==> src/hbf_pkg.sv <==
`default_nettype none
package hbf_pkg;
    localparam int          STRAP_W        = 8;
    localparam int          BUS_W          = 16;
    localparam int          UPPER_W        = 5;
    localparam int          MEM_ADDR_W     = 20;
    localparam int          SYNC_STAGES    = 2;
    localparam int          STRAP_DIR_BIT  = 3;
    localparam int          STRAP_MODE_BIT = 2;
    localparam int          STRAP_SEL_BIT  = 3;
    localparam int          SENSE_LINE     = 15;
    localparam int          SENSE_BIT      = 4;
    localparam int          FEAT_OUT_BIT   = 1;
    localparam logic [15:0] PORT_MISC      = 16'h03C2;
    localparam logic [31:0] ADDR_STRAP     = 32'h0000_0000;
    localparam logic [31:0] ADDR_FEATURE   = 32'h0000_0004;
    localparam logic [31:0] ADDR_MISC      = 32'h0000_0008;
    localparam logic [31:0] ADDR_STATUS    = 32'h0000_000C;
    localparam logic [31:0] ADDR_CLKSEL    = 32'h0000_0010;
    localparam logic [7:0]  FEATURE_RST    = 8'h00;
    localparam logic [7:0]  MISC_RST       = 8'h00;
    localparam logic [1:0]  CLKSEL_PIXEL_CLOCK_0   = 2'h0;
    localparam logic [1:0]  CLKSEL_PIXEL_CLOCK_1_OR_SELECT   = 2'h1;
    localparam logic [1:0]  CLKSEL_PIXEL_CLOCK_2_OR_SELECT   = 2'h2;

    typedef enum logic [1:0] {
        HBF_IDLE  = 2'b00,
        HBF_ADDR  = 2'b01,
        HBF_DATA  = 2'b11
    } hbf_cyc_t;

    typedef struct packed {
        logic [BUS_W-1:0]   muxed_addr_data_bus;
        logic [UPPER_W-1:0] upper_address_inputs;
        logic               display_memory_enable;
        logic               ale;
        logic               io_rd_n;
        logic               io_wr_n;
        logic               mem_rd_n;
        logic               mem_wr_n;
        logic               rom_sel;
    } hbf_host_in_t;

    typedef struct packed {
        logic                  mem_req;
        logic                  mem_we;
        logic                  rom_req;
        logic                  io_req;
        logic                  io_we;
        logic [MEM_ADDR_W-1:0] mem_addr;
        logic [15:0]           io_addr;
        logic [7:0]            io_wdata;
    } hbf_host_req_t;
endpackage
`default_nettype wire

==> src/hbf_sync.sv <==
`default_nettype none
module hbf_sync #(
    parameter int W = 1
) (
    input  wire logic         pclk,
    input  wire logic         presetn,
    input  wire logic [W-1:0] d,
    output logic      [W-1:0] q
);
    logic [W-1:0] s1_r;
    logic [W-1:0] s2_r;
    always_ff @(posedge pclk or negedge presetn) begin
        if (!presetn) begin
            s1_r <= '0;
            s2_r <= '0;
        end else begin
            s1_r <= d;
            s2_r <= s1_r;
        end
    end
    assign q = s2_r;
endmodule
`default_nettype wire

==> src/hbf_front_end.sv <==
`default_nettype none
module hbf_front_end (
    input  wire logic                          pclk,
    input  wire logic                          presetn,
    input  wire logic [31:0]                   paddr,
    input  wire logic                          psel,
    input  wire logic                          penable,
    input  wire logic                          pwrite,
    input  wire logic [31:0]                   pwdata,
    input  wire logic [3:0]                    pstrb,
    output logic      [31:0]                   prdata,
    output logic                               pready,
    output logic                               pslverr,
    input  wire logic [hbf_pkg::STRAP_W-1:0]   memory_data_straps,
    input  wire hbf_pkg::hbf_host_in_t         host_in,
    output hbf_pkg::hbf_host_req_t             host_req,
    output logic [7:0]                         io_rdata,
    output logic                               addr_buffer_enable_n,
    output logic                               addr_buffer_enable_n_oe,
    output logic                               data_buffer_enable_n,
    output logic                               data_buffer_enable_n_oe,
    input  wire logic                          pixel_clock_1_or_select_in,
    output logic                               pixel_clock_1_or_select_out,
    output logic                               pixel_clock_1_or_select_oe,
    input  wire logic                          pixel_clock_2_or_select_in,
    output logic                               pixel_clock_2_or_select_out,
    output logic                               pixel_clock_2_or_select_oe,
    output logic [1:0]                         video_clock_sel
);
    // reset release synchroniser
    logic rst_s1_r;
    logic rst_s2_r;
    always_ff @(posedge pclk or negedge presetn) begin
        if (!presetn) begin
            rst_s1_r <= 1'b0;
            rst_s2_r <= 1'b0;
        end else begin
            rst_s1_r <= 1'b1;
            rst_s2_r <= rst_s1_r;
        end
    end

    // pin synchronisers
    localparam int HW = $bits(hbf_pkg::hbf_host_in_t);
    hbf_pkg::hbf_host_in_t hs;
    logic [hbf_pkg::STRAP_W-1:0] straps_s;
    hbf_sync #(.W(HW)) u_host_sync (
        .pclk    (pclk),
        .presetn (presetn),
        .d       (host_in),
        .q       (hs)
    );
    hbf_sync #(.W(hbf_pkg::STRAP_W)) u_strap_sync (
        .pclk    (pclk),
        .presetn (presetn),
        .d       (memory_data_straps),
        .q       (straps_s)
    );

    // configuration latched once after release
    logic [7:0] strap_config_reg_r;
    logic [7:0] strap_config_reg_nxt;
    logic [7:0] bus_width_config_reg_r;
    logic [7:0] bus_width_config_reg_nxt;
    logic       loaded_r;
    logic       loaded_nxt;
    always_comb begin
        strap_config_reg_nxt     = strap_config_reg_r;
        bus_width_config_reg_nxt = bus_width_config_reg_r;
        loaded_nxt               = loaded_r;
        if (rst_s2_r && !loaded_r) begin
            strap_config_reg_nxt     = straps_s;
            bus_width_config_reg_nxt = straps_s;
            loaded_nxt               = 1'b1;
        end
    end
    always_ff @(posedge pclk or negedge presetn) begin
        if (!presetn) begin
            strap_config_reg_r     <= 8'h00;
            bus_width_config_reg_r <= 8'h00;
            loaded_r               <= 1'b0;
        end else begin
            strap_config_reg_r     <= strap_config_reg_nxt;
            bus_width_config_reg_r <= bus_width_config_reg_nxt;
            loaded_r               <= loaded_nxt;
        end
    end

    logic pins_out;
    logic channel_mode;
    assign pins_out     = strap_config_reg_r[hbf_pkg::STRAP_DIR_BIT];
    assign channel_mode = strap_config_reg_r[hbf_pkg::STRAP_MODE_BIT];

    // host cycle sequencer
    hbf_pkg::hbf_cyc_t cyc_r;
    hbf_pkg::hbf_cyc_t cyc_nxt;
    logic [hbf_pkg::BUS_W-1:0] addr_lat_r;
    logic [hbf_pkg::BUS_W-1:0] addr_lat_nxt;
    logic [hbf_pkg::UPPER_W-1:0] up_lat_r;
    logic [hbf_pkg::UPPER_W-1:0] up_lat_nxt;
    logic io_rd_d_r;
    logic io_wr_d_r;
    logic mem_rd_d_r;
    logic mem_wr_d_r;
    logic io_rd_e;
    logic io_wr_e;
    logic mem_rd_e;
    logic mem_wr_e;
    assign io_rd_e  = !hs.io_rd_n && io_rd_d_r;
    assign io_wr_e  = !hs.io_wr_n && io_wr_d_r;
    assign mem_rd_e = !hs.mem_rd_n && mem_rd_d_r;
    assign mem_wr_e = !hs.mem_wr_n && mem_wr_d_r;

    always_comb begin
        cyc_nxt      = cyc_r;
        addr_lat_nxt = addr_lat_r;
        up_lat_nxt   = up_lat_r;
        case (cyc_r)
            hbf_pkg::HBF_IDLE: begin
                if (loaded_r && hs.ale) begin
                    addr_lat_nxt = hs.muxed_addr_data_bus;
                    up_lat_nxt   = hs.upper_address_inputs;
                    cyc_nxt      = hbf_pkg::HBF_ADDR;
                end
            end
            hbf_pkg::HBF_ADDR: begin
                if (io_rd_e || io_wr_e || mem_rd_e || mem_wr_e) begin
                    cyc_nxt = hbf_pkg::HBF_DATA;
                end else if (hs.ale) begin
                    addr_lat_nxt = hs.muxed_addr_data_bus;
                    up_lat_nxt   = hs.upper_address_inputs;
                end
            end
            hbf_pkg::HBF_DATA: begin
                if (hs.io_rd_n && hs.io_wr_n && hs.mem_rd_n && hs.mem_wr_n) begin
                    cyc_nxt = hbf_pkg::HBF_IDLE;
                end
            end
            default: cyc_nxt = hbf_pkg::HBF_IDLE;
        endcase
    end

    // request decode
    hbf_pkg::hbf_host_req_t req_nxt;
    hbf_pkg::hbf_host_req_t req_r;
    logic io_ok;
    logic mem_ok;
    logic rom_ok;
    logic in_addr;
    assign in_addr = (cyc_r == hbf_pkg::HBF_ADDR);
    assign io_ok   = in_addr && (!channel_mode || hs.display_memory_enable);
    assign mem_ok  = in_addr && hs.display_memory_enable && !hs.rom_sel;
    assign rom_ok  = in_addr && hs.rom_sel && !channel_mode;
    always_comb begin
        req_nxt          = '0;
        req_nxt.io_addr  = addr_lat_r;
        req_nxt.mem_addr = {up_lat_r, addr_lat_r[hbf_pkg::MEM_ADDR_W-hbf_pkg::UPPER_W-1:0]};
        req_nxt.io_wdata = hs.muxed_addr_data_bus[7:0];
        req_nxt.io_req   = io_ok && (io_rd_e || io_wr_e);
        req_nxt.io_we    = io_ok && io_wr_e;
        req_nxt.mem_req  = mem_ok && (mem_rd_e || mem_wr_e);
        req_nxt.mem_we   = mem_ok && mem_wr_e;
        req_nxt.rom_req  = (rom_ok || (channel_mode && in_addr && hs.rom_sel)) && mem_rd_e;
    end

    // monitor sense, misc output and pulse
    logic [7:0] misc_r;
    logic [7:0] misc_nxt;
    logic       sense_r;
    logic       sense_nxt;
    logic       wr_pulse_n_r;
    logic       wr_pulse_n_nxt;
    logic [7:0] feature_r;
    logic [7:0] feature_nxt;
    logic       apb_wr;
    assign apb_wr = psel && penable && pwrite && pstrb[0];
    always_comb begin
        misc_nxt       = misc_r;
        sense_nxt      = sense_r;
        feature_nxt    = feature_r;
        wr_pulse_n_nxt = 1'b1;
        if (apb_wr && paddr == hbf_pkg::ADDR_MISC) begin
            misc_nxt = pwdata[7:0];
        end
        if (apb_wr && paddr == hbf_pkg::ADDR_FEATURE) begin
            feature_nxt = pwdata[7:0];
        end
        if (req_nxt.io_req) begin
            sense_nxt = hs.muxed_addr_data_bus[hbf_pkg::SENSE_LINE];
        end
        if (req_nxt.io_we && addr_lat_r == hbf_pkg::PORT_MISC) begin
            misc_nxt       = hs.muxed_addr_data_bus[7:0];
            wr_pulse_n_nxt = 1'b0;
        end
        if (cyc_r == hbf_pkg::HBF_DATA && !hs.io_wr_n && !wr_pulse_n_r) begin
            wr_pulse_n_nxt = 1'b0;
        end
    end

    always_ff @(posedge pclk or negedge presetn) begin
        if (!presetn) begin
            cyc_r        <= hbf_pkg::HBF_IDLE;
            addr_lat_r   <= '0;
            up_lat_r     <= '0;
            io_rd_d_r    <= 1'b1;
            io_wr_d_r    <= 1'b1;
            mem_rd_d_r   <= 1'b1;
            mem_wr_d_r   <= 1'b1;
            req_r        <= '0;
            misc_r       <= hbf_pkg::MISC_RST;
            feature_r    <= hbf_pkg::FEATURE_RST;
            sense_r      <= 1'b0;
            wr_pulse_n_r <= 1'b1;
        end else begin
            cyc_r        <= cyc_nxt;
            addr_lat_r   <= addr_lat_nxt;
            up_lat_r     <= up_lat_nxt;
            io_rd_d_r    <= hs.io_rd_n;
            io_wr_d_r    <= hs.io_wr_n;
            mem_rd_d_r   <= hs.mem_rd_n;
            mem_wr_d_r   <= hs.mem_wr_n;
            req_r        <= req_nxt;
            misc_r       <= misc_nxt;
            feature_r    <= feature_nxt;
            sense_r      <= sense_nxt;
            wr_pulse_n_r <= wr_pulse_n_nxt;
        end
    end

    assign host_req = req_r;
    assign io_rdata = {misc_r[7:5], sense_r, misc_r[3:0]};

    // video clock select
    always_comb begin
        case (misc_r[3:2])
            2'b00:   video_clock_sel = hbf_pkg::CLKSEL_PIXEL_CLOCK_0;
            2'b01:   video_clock_sel = pins_out ? hbf_pkg::CLKSEL_PIXEL_CLOCK_0 : hbf_pkg::CLKSEL_PIXEL_CLOCK_1_OR_SELECT;
            2'b10:   video_clock_sel = pins_out ? hbf_pkg::CLKSEL_PIXEL_CLOCK_0 : hbf_pkg::CLKSEL_PIXEL_CLOCK_2_OR_SELECT;
            default: video_clock_sel = hbf_pkg::CLKSEL_PIXEL_CLOCK_0;
        endcase
    end

    assign pixel_clock_1_or_select_oe  = pins_out;
    assign pixel_clock_1_or_select_out = wr_pulse_n_r;
    assign pixel_clock_2_or_select_oe  = pins_out;
    assign pixel_clock_2_or_select_out = strap_config_reg_r[hbf_pkg::STRAP_SEL_BIT] &&
                                         feature_r[hbf_pkg::FEAT_OUT_BIT];

    // buffer enables float until configured
    assign addr_buffer_enable_n_oe = loaded_r;
    assign data_buffer_enable_n_oe = loaded_r;
    assign addr_buffer_enable_n    = !(cyc_r == hbf_pkg::HBF_ADDR && (io_ok || mem_ok || rom_ok));
    assign data_buffer_enable_n    = !(cyc_r == hbf_pkg::HBF_DATA);

    // apb slave
    logic [31:0] rd_mux;
    always_comb begin
        rd_mux  = 32'h0000_0000;
        pslverr = 1'b0;
        case (paddr)
            hbf_pkg::ADDR_STRAP:   rd_mux = {16'h0000, bus_width_config_reg_r, strap_config_reg_r};
            hbf_pkg::ADDR_FEATURE: rd_mux = {24'h00_0000, feature_r};
            hbf_pkg::ADDR_MISC:    rd_mux = {24'h00_0000, misc_r};
            hbf_pkg::ADDR_STATUS:  rd_mux = {24'h00_0000, io_rdata};
            hbf_pkg::ADDR_CLKSEL:  rd_mux = {28'h000_0000, pixel_clock_2_or_select_in,
                                             pixel_clock_1_or_select_in, video_clock_sel};
            default:               pslverr = psel && penable;
        endcase
    end
    logic [31:0] prdata_r;
    always_ff @(posedge pclk or negedge presetn) begin
        if (!presetn) begin
            prdata_r <= 32'h0000_0000;
        end else begin
            prdata_r <= (psel && !penable) ? rd_mux : prdata_r;
        end
    end
    assign prdata = prdata_r;
    assign pready = 1'b1;
endmodule
`default_nettype wire

==> config.mk <==
export PLATFORM = sky130hd
export DESIGN_NAME = hbf_front_end
export DESIGN_NICKNAME = d
export VERILOG_FILES = /design/src/hbf_pkg.sv /design/src/hbf_sync.sv /design/src/hbf_front_end.sv
export SDC_FILE = /design/constraint.sdc
export NUM_CORES = 1
export LEC_CHECK = 0
export BUFFER_PORTS_ARGS = -buffer_cell sky130_fd_sc_hd__buf_2
export CAP_MARGIN = 40
export CORE_MARGIN = 2
export CORE_UTILIZATION = 45
export CTS_CLUSTER_SIZE = 40
export DETAILED_ROUTE_END_ITERATION = 12
export PLACE_DENSITY = 0.82
export SLEW_MARGIN = 10
export SYNTH_ARGS = -nofsm -noshare
export SYNTH_HDL_FRONTEND = slang
export SYNTH_SLANG_ARGS = --single-unit
export TNS_END_PERCENT = 10
==> constraint.sdc <==
create_clock -name pclk -period 2.3 [get_ports pclk]
set_clock_uncertainty 0.2 [all_clocks]
set_input_delay 0.46 -clock pclk [delete_from_list [all_inputs] [get_ports pclk]]
set_output_delay 0.46 -clock pclk [all_outputs]
set_load 0.03 [all_outputs]
==> results of run 1 <==
-- cells by family (layout without fill, tap and decap cells) --
group           after synthesis  in the layout  share of synthesized area [%]
mux                          62             62                           11.2
fa+ha+maj                     2              2                          0.401
compound gates               36             36                           3.95
other cells                   2             18                          0.120
buf+inv                      59            266                           6.24
flops                       178            178                           71.6
simple gates                 68             68                           6.50
-- cell type report --
type,instances,area (um^2)
Multi-Input combinational cell,186,1520
Clock buffer,17,425
Tap cell,180,225
Sequential cell,178,4460
Timing Repair Buffer,228,1510
Clock inverter,15,199
Fill cell,1004,5360
Inverter,6,22.5
-- final timing paths --
| path | startpoint | slack [ns] | end |
|---|---|---|---|
| worst max-delay path | paddr[22] | -0.19 | pslverr |
| worst min-delay path | pwdata[6] | 0.09 | feature_r[6]$_DFFE_PN0P_ |
| worst max register to register | mem_rd_d_r$_DFF_PN1_ | 0.05 | up_lat_r[0]$_DFFE_PN0P_ |
| worst min register to register | u_host_sync.s1_r[27]$_DFF_PN0_ | 0.15 | u_host_sync.q[27]$_DFF_PN0_ |
| max in group asynchronous | presetn | 0.85 | u_host_sync.q[15]$_DFF_PN0_ |
| min in group asynchronous | presetn | 0.36 | host_req[48]$_DFF_PN0_ |
-- what timing repair did --
item,4_1_cts,5_1_grt
hold buffers,37,0
setup endpoints to repair,24,14
hold endpoints to repair,87,0
resized for setup,13,9
buffers inserted,0,1
pin swaps,2,7
-- worst register-to-register path: stages (launching register included) --
cell	delay, ns
sky130_fd_sc_hd__dfstp_2	0.36
sky130_fd_sc_hd__nor2b_1	0.15
sky130_fd_sc_hd__a2111oi_2	0.39
sky130_fd_sc_hd__mux2i_1	0.15
sky130_fd_sc_hd__nor3b_2	0.30
sky130_fd_sc_hd__buf_4	0.24
sky130_fd_sc_hd__mux2_2	0.35
-- power breakdown --
| part | internal [mW] | switching (mW) | total (mW) | leakage [nW] |
|---|---|---|---|---|
| clock network | 1.74 | 1.24 | 2.98 | 0.300 |
| registers | 3.64 | 0.303 | 3.95 | 2.16 |
| logic | 0.660 | 1.27 | 1.93 | 1.59 |
| total | 6.05 | 2.82 | 8.86 | 4.05 |
-- synth_stat cells (3+ instances only) --
library cell / count / share of area, %
sky130_fd_sc_hd__nor2_1: 14 / 0.84
sky130_fd_sc_hd__nor3_1: 3 / 0.24
sky130_fd_sc_hd__a22o_1: 8 / 1.1
sky130_fd_sc_hd__buf_4: 44 / 5.3
sky130_fd_sc_hd__nand4_1: 4 / 0.40
sky130_fd_sc_hd__o31ai_1: 4 / 0.48
sky130_fd_sc_hd__clkbuf_1: 7 / 0.42
sky130_fd_sc_hd__nor3b_1: 3 / 0.36
sky130_fd_sc_hd__a21oi_1: 7 / 0.56
sky130_fd_sc_hd__nand2_1: 13 / 0.78
sky130_fd_sc_hd__mux2i_1: 8 / 1.3
sky130_fd_sc_hd__o21ai_0: 9 / 0.72
sky130_fd_sc_hd__inv_1: 6 / 0.36
sky130_fd_sc_hd__mux2_2: 52 / 9.4
sky130_fd_sc_hd__a2bb2oi_1: 4 / 0.56
sky130_fd_sc_hd__nor4_1: 8 / 0.80
sky130_fd_sc_hd__nor2b_1: 8 / 0.80
sky130_fd_sc_hd__dfrtp_1: 173 / 69
sky130_fd_sc_hd__dfstp_2: 5 / 2.1
-- metal layers --
layer | wire length [um] | share of wire [%] | track usage (%)
met5 | 0 | 0 | 0
met4 | 296 | 2.2 | 8.19
met3 | 706 | 5.3 | 5.57
met2 | 7070 | 53 | 33.8
met1 | 5320 | 40 | 22.0
-- flip-flops by register name (all words and copies together), names as in the netlist, 16 cells and up --
| register | flops |
|---|---|
| host_req | 34 |
| addr_lat_r | 16 |
| u_host_sync.q | 28 |
| prdata | 16 |
| u_host_sync.s1_r | 28 |
-- through the flow --
| step | setup slack (ns) | utilization (%) |
|---|---|---|
| global placement | -0.336 | 52.8 |
| detailed placement | -0.359 | 52.8 |
| CTS | -0.212 | 60.4 |
| global route | -0.232 | 60.9 |
| finish | -0.189 | 60.9 |
| floorplan | -0.132 | - |
-- cell usage in the layout (no fill, tap or decap), types with 3 or more instances in the layout --
cell and n:
sky130_fd_sc_hd__nor4_1 3, sky130_fd_sc_hd__conb_1 18, sky130_fd_sc_hd__a2bb2oi_1 4, sky130_fd_sc_hd__a21oi_1 7, sky130_fd_sc_hd__dfstp_2 5, sky130_fd_sc_hd__bufinv_16 3, sky130_fd_sc_hd__o21ai_0 8, sky130_fd_sc_hd__nand4_1 4
sky130_fd_sc_hd__a22o_1 8, sky130_fd_sc_hd__inv_6 5, sky130_fd_sc_hd__nand2_1 13, sky130_fd_sc_hd__mux2i_1 8, sky130_fd_sc_hd__o31ai_1 4, sky130_fd_sc_hd__buf_2 158, sky130_fd_sc_hd__nor2b_1 8, sky130_fd_sc_hd__nor3_1 3
sky130_fd_sc_hd__nor4_4 3, sky130_fd_sc_hd__buf_12 5, sky130_fd_sc_hd__clkbuf_16 17, sky130_fd_sc_hd__dfrtp_1 173, sky130_fd_sc_hd__nor2_1 14, sky130_fd_sc_hd__mux2_2 52, sky130_fd_sc_hd__buf_6 9, sky130_fd_sc_hd__inv_1 6
sky130_fd_sc_hd__nor4_2 3, sky130_fd_sc_hd__buf_4 19, sky130_fd_sc_hd__dlygate4sd3_1 37
==> flow_summary.toml, run 1 <==
[logic_synthesis]
postSynthRegisterBits = 178
synth.yosys.warnings = 0
ys.flop_type = "sky130_fd_sc_hd__dfrtp_1"
synth_cells = 407
async_reset_ff_share_pct = 100
synth-edff-count = 0
synth-seq-area-share_pct = 71.6
synth.cell_area_mm2 = 0.00623
synth.avg_cell_area_um2 = 15.3
synth.lib_cells_used.distinct = 40

[place]
place_inst = 740
hpwl_dp_um = 9350
portBuffers = 167
place.gp.congestion = 0.836
placed_area_mm2 = 0.00724

[critical_path]
r2r.worst_path.cells = 6
path_common_cell = "sky130_fd_sc_hd__buf_6"
path_buf_inv = 2
worst-endpoint-arrival_ns = 1.83
worst-setup-path-type = "primary input to output port"
cp_max_fo = 2
crit_path_max_incr_delay_ns = 0.54
setup.worst_path.start_class = "primary input"
crit_path_end_kind = "output port"
critPathSlowestCell = "sky130_fd_sc_hd__or4_4"
critical_path_depth = 6
cp_data_required_time_ns = 1.64
critical-path-top-delay-family = "simple AND/OR/NAND/NOR gates"
chain_of_cells_forming_the_critical_path = "buf_6 > nor4_4 > nand4_1 > or4_4 > and3_4 > buf_6"

[sta]
hold_ws_ns = 0.0943
timing.final.crit_period_ns = 2.49
worst-slew-pin-transition_ns = 0.524
setup_violations = 1
max_freq_mhz = 402
timing.slew.headroom_pct = 65.1
setup_slack_ns = -0.189
grt_setup_unrepaired = "true"
setup_total_negative_slack_ns = -0.189
slew_viol_final = 0
final_min_period_over_clock_period_pct = 108
finalHoldViolations = 0

[detailed_routing]
routed_via_density = 4.82
antenna_left = 0
totalWireLength_um = 13400
drt-pass1-iter-count = 4
drc = 0
drtIter0Drc = 151
wire_per_inst_um = 16.5
detailroute.via_count = 3903

[floorplan]
initial_core_util_pct = 45.4
die-height_um = 122
fp-row-count = 43
fp.dieArea_mm2 = 0.0148
core_box_area_mm2 = 0.0137
design.portCount = 212
die_width_um = 122

[global_routing]
grt_antenna_before_repair = 0
grt_max_degree = 61
grt_remaining_overflow = 0
wire_length_of_the_first_global_routing_pass_um = 20900
grt_pass1_vias = 4154
grt.total_usage_pct = 19.2

[final_layout]
post_route_cells_drive_above_1_share_pct = 47.1
area_delta_synth_final_pct = 34.0
final_area_mm2 = 0.00836
num_antenna_cells = 0
final_cells = 810
nNetsFinal = 730

[clock_tree]
cts_buffer_depth = 2
cts_root_buffer = "sky130_fd_sc_hd__clkbuf_16"
clk_pin_slew_ns = 0.07
clock_latency_ns = 0.43
htree_levels = 4
cts_made_buffers = 17
tritoncts = "done"
tritoncts_num_sinks = 178

[power_and_ir_drop]
report.power.total_mw = 8.86
p_leak_nw = 4.05
p_per_area_mw_per_mm2 = 1060
vdd.ir_drop.worst_v = 0.000800

[min_path]
timing.hold.worst_path_depth = 2
holdCritPathClass = "primary input to flop"

[run_status]
violations = "setup timing"
run_status = "complete, but fails checks"

[run]
maxCapViolations = 0
No activity file was read; power rests on OpenSTA's default activity.
==> run 2, diff against run 1 <==
--- a/config.mk
+++ b/config.mk
@@ -11,7 +11,9 @@
 export CORE_UTILIZATION = 45
 export CTS_CLUSTER_SIZE = 40
 export DETAILED_ROUTE_END_ITERATION = 12
+export MAX_ROUTING_LAYER = met4
 export PLACE_DENSITY = 0.82
+export REMOVE_ABC_BUFFERS = 1
 export SLEW_MARGIN = 10
 export SYNTH_ARGS = -nofsm -noshare
 export SYNTH_HDL_FRONTEND = slang
==> run 2 against run 1 <==
The run still ends with setup timing left. Global-route usage shrank 0.073 points. Total power up 1.6%. Worst hold slack worse by 0.011 ns. Via count increased by 0.74%. Cell area is 0.54% higher. Setup slack got worse by 0.050 ns. Clock power grew 2%. Register-to-register slack better by 0.03 ns. Sequential share of layout area down 0.29 points. Utilization rose by 0.33 points.
==> flow_summary.toml, run 2 (synthesized netlist as in run 1, its figures left out) <==
[final_layout]
register_area_mm2 = 0.00446
num_antenna_cells = 0
postLayoutCoreUtil_pct = 61.2
final_area_mm2 = 0.00840
final_cells = 814
n_fill_cell = 1043
multiInputGateArea_mm2 = 0.00151
largest_register_ff_count = 34
nNetsFinal = 734
layout.cells.most_common = "sky130_fd_sc_hd__dfrtp_1"
post_route_cells_drive_above_1_share_pct = 46.8
area_delta_synth_final_pct = 34.8
most_frequent_cells_in_the_layout = "sky130_fd_sc_hd__dfrtp_1, sky130_fd_sc_hd__buf_2, sky130_fd_sc_hd__mux2_2, sky130_fd_sc_hd__dlygate4sd3_1, sky130_fd_sc_hd__buf_4"

[critical_path]
critical-path-top-delay-family = "simple AND/OR/NAND/NOR gates"
worst-endpoint-arrival_ns = 1.88
critPathSlowestCell = "sky130_fd_sc_hd__or4_1"
path_buf_inv = 3
r2r-end = "addr_lat_r[10]$_DFFE_PN0P_"
worst-setup-path-type = "primary input to output port"
cp_data_required_time_ns = 1.64
setup.worst_path.start_class = "primary input"
crit_path_end_kind = "output port"
worst-r2r-setup-slack_ns = 0.08
crit_path_max_incr_delay_ns = 0.44
cp_max_fo = 2
rr_startpoint = "mem_rd_d_r$_DFF_PN1_"
chain_of_cells_forming_the_critical_path = "buf_2 > nor4_4 > buf_4 > nand4_1 > or4_1 > and3_1 > buf_6"
r2r.worst_path.cells = 7

[detailed_routing]
detailroute.via_count = 3932
met3WireLength_um = 705
routed_via_density = 4.83
drtIter0Drc = 135
totalWireLength_um = 13500
dr_wl_met2_um = 7290
routed.top_layer = "met4"
antenna_left = 0
route.layer.met1.wl_um = 5330
drt-pass1-iter-count = 4
wire_per_inst_um = 16.6
drc = 0

[sta]
finalHoldViolations = 0
final_min_period_over_clock_period_pct = 110
setup_slack_ns = -0.239
setup_violations = 1
timing.final.crit_period_ns = 2.54
slew_viol_final = 0
grt_setup_unrepaired = "true"
max_freq_mhz = 394
hold_ws_ns = 0.0829

[place]
placed_area_mm2 = 0.00727
place_inst = 741
place.gp.congestion = 0.847
portBuffers = 167
placement.setup.worst_slack_ns = -0.435
hpwl_dp_um = 9010

[min_path]
min_delay_worst_endpoint = "feature_r[4]$_DFFE_PN0P_"
timing.hold.worst_path_depth = 2
holdCritPathClass = "primary input to flop"
hold_path_startpoint = "pwdata[4]"

[clock_tree]
tritoncts = "done"
clk_pin_slew_ns = 0.07
htree_levels = 4
cts_made_buffers = 17
cts_buffer_depth = 2
clock_latency_ns = 0.42
cts_root_buffer = "sky130_fd_sc_hd__clkbuf_16"
tritoncts_num_sinks = 178

[power_and_ir_drop]
vdd.ir_drop.worst_v = 0.000694
p_leak_nw = 4.08
p_per_area_mw_per_mm2 = 1070

[run_status]
run_status = "complete, but fails checks"
violations = "setup timing"

[floorplan]
die-height_um = 122
core_box_area_mm2 = 0.0137
design.portCount = 212
initial_core_util_pct = 45.4
die_width_um = 122
fp-row-count = 43
fp.dieArea_mm2 = 0.0148

[run]
maxCapViolations = 0

[global_routing]
grt.total_usage_pct = 19.2
grt_remaining_overflow = 0
grt_antenna_before_repair = 0
wire_length_of_the_first_global_routing_pass_um = 20300
grt_pass1_vias = 3999
grt_max_degree = 49
[run 2: cell types whose count changed in the layout (fill, tap and decap cells not counted), moves of 2 or more]
cell	change
sky130_fd_sc_hd__buf_6	-5
sky130_fd_sc_hd__buf_2	+4
sky130_fd_sc_hd__buf_12	+2
sky130_fd_sc_hd__buf_4	+2
sky130_fd_sc_hd__clkbuf_8	+2
sky130_fd_sc_hd__clkinv_2	+2
sky130_fd_sc_hd__clkinv_4	-2
sky130_fd_sc_hd__inv_6	-2
sky130_fd_sc_hd__mux2_2	-2
sky130_fd_sc_hd__mux2_4	+2
[run 2: worst max path at each step]
stage                                 to  cells past startpoint  slack [ns]           startpoint
6_report                         pslverr                      7       -0.24             paddr[9]
5_1_grt                          pslverr                      7       -0.28             paddr[9]
4_1_cts                          pslverr                      6       -0.25            paddr[16]
3_5_place_dp       misc_r[6]$_DFFE_PN0P_                      8       -0.43             paddr[0]
3_3_place_gp       misc_r[0]$_DFFE_PN0P_                      8       -0.41             paddr[0]
2_1_floorplan  addr_lat_r[0]$_DFFE_PN0P_                      5       -1.11  io_wr_d_r$_DFF_PN1_
[run 2: where the power goes]
group / leakage, nW / internal (mW) / total, mW / switching (mW)
clock network: 0.307 / 1.88 / 3.05 / 1.17
logic: 1.61 / 0.698 / 1.99 / 1.30
registers: 2.16 / 3.64 / 3.96 / 0.319
[run 2: layer usage]
metal,up-vias,GRT usage [%]
li1,1776,-
met1,1985,21.4
met2,150,33.6
met3,21,4.78
met4,0,6.82
met5,-,-
[run 2: stage by stage]
stage	total power, mW	setup TNS [ns]
2_1_floorplan	5.12	-25.27
3_3_place_gp	5.82	-8.73
3_5_place_dp	5.91	-9.70
4_1_cts	9.05	-0.250
5_1_grt	9.40	-0.949
6_report	9.01	-0.239
[run 2: worst register-to-register path: cells and delay by family, from the launching register on]
kind | cells | cell delay, ns
AOI/OAI and AO/OA | 1 | 0.37
buffers and inverters | 2 | 0.33
DFF | 1 | 0.36
muxes | 2 | 0.50
and+or+nand+nor | 2 | 0.35
[run 2: layout make-up]
type | count | share of cell area [%]
flip-flops and latches | 178 | 53.1
multi-input cells | 186 | 18.0
clock inverters | 12 | 2.10
clock buffers | 20 | 5.44
well taps | 180 | 2.68
inverters | 6 | 0.268
repair buffers | 232 | 18.4
[run 2: repair_timing]
action,4_1_cts,5_1_grt
setup buffers,1,2
resized for setup,10,7
pin swaps,0,5
hold buffers,37,0
setup endpoints to repair,25,23
cloned,0,1
endpoints found under the hold margin,74,0
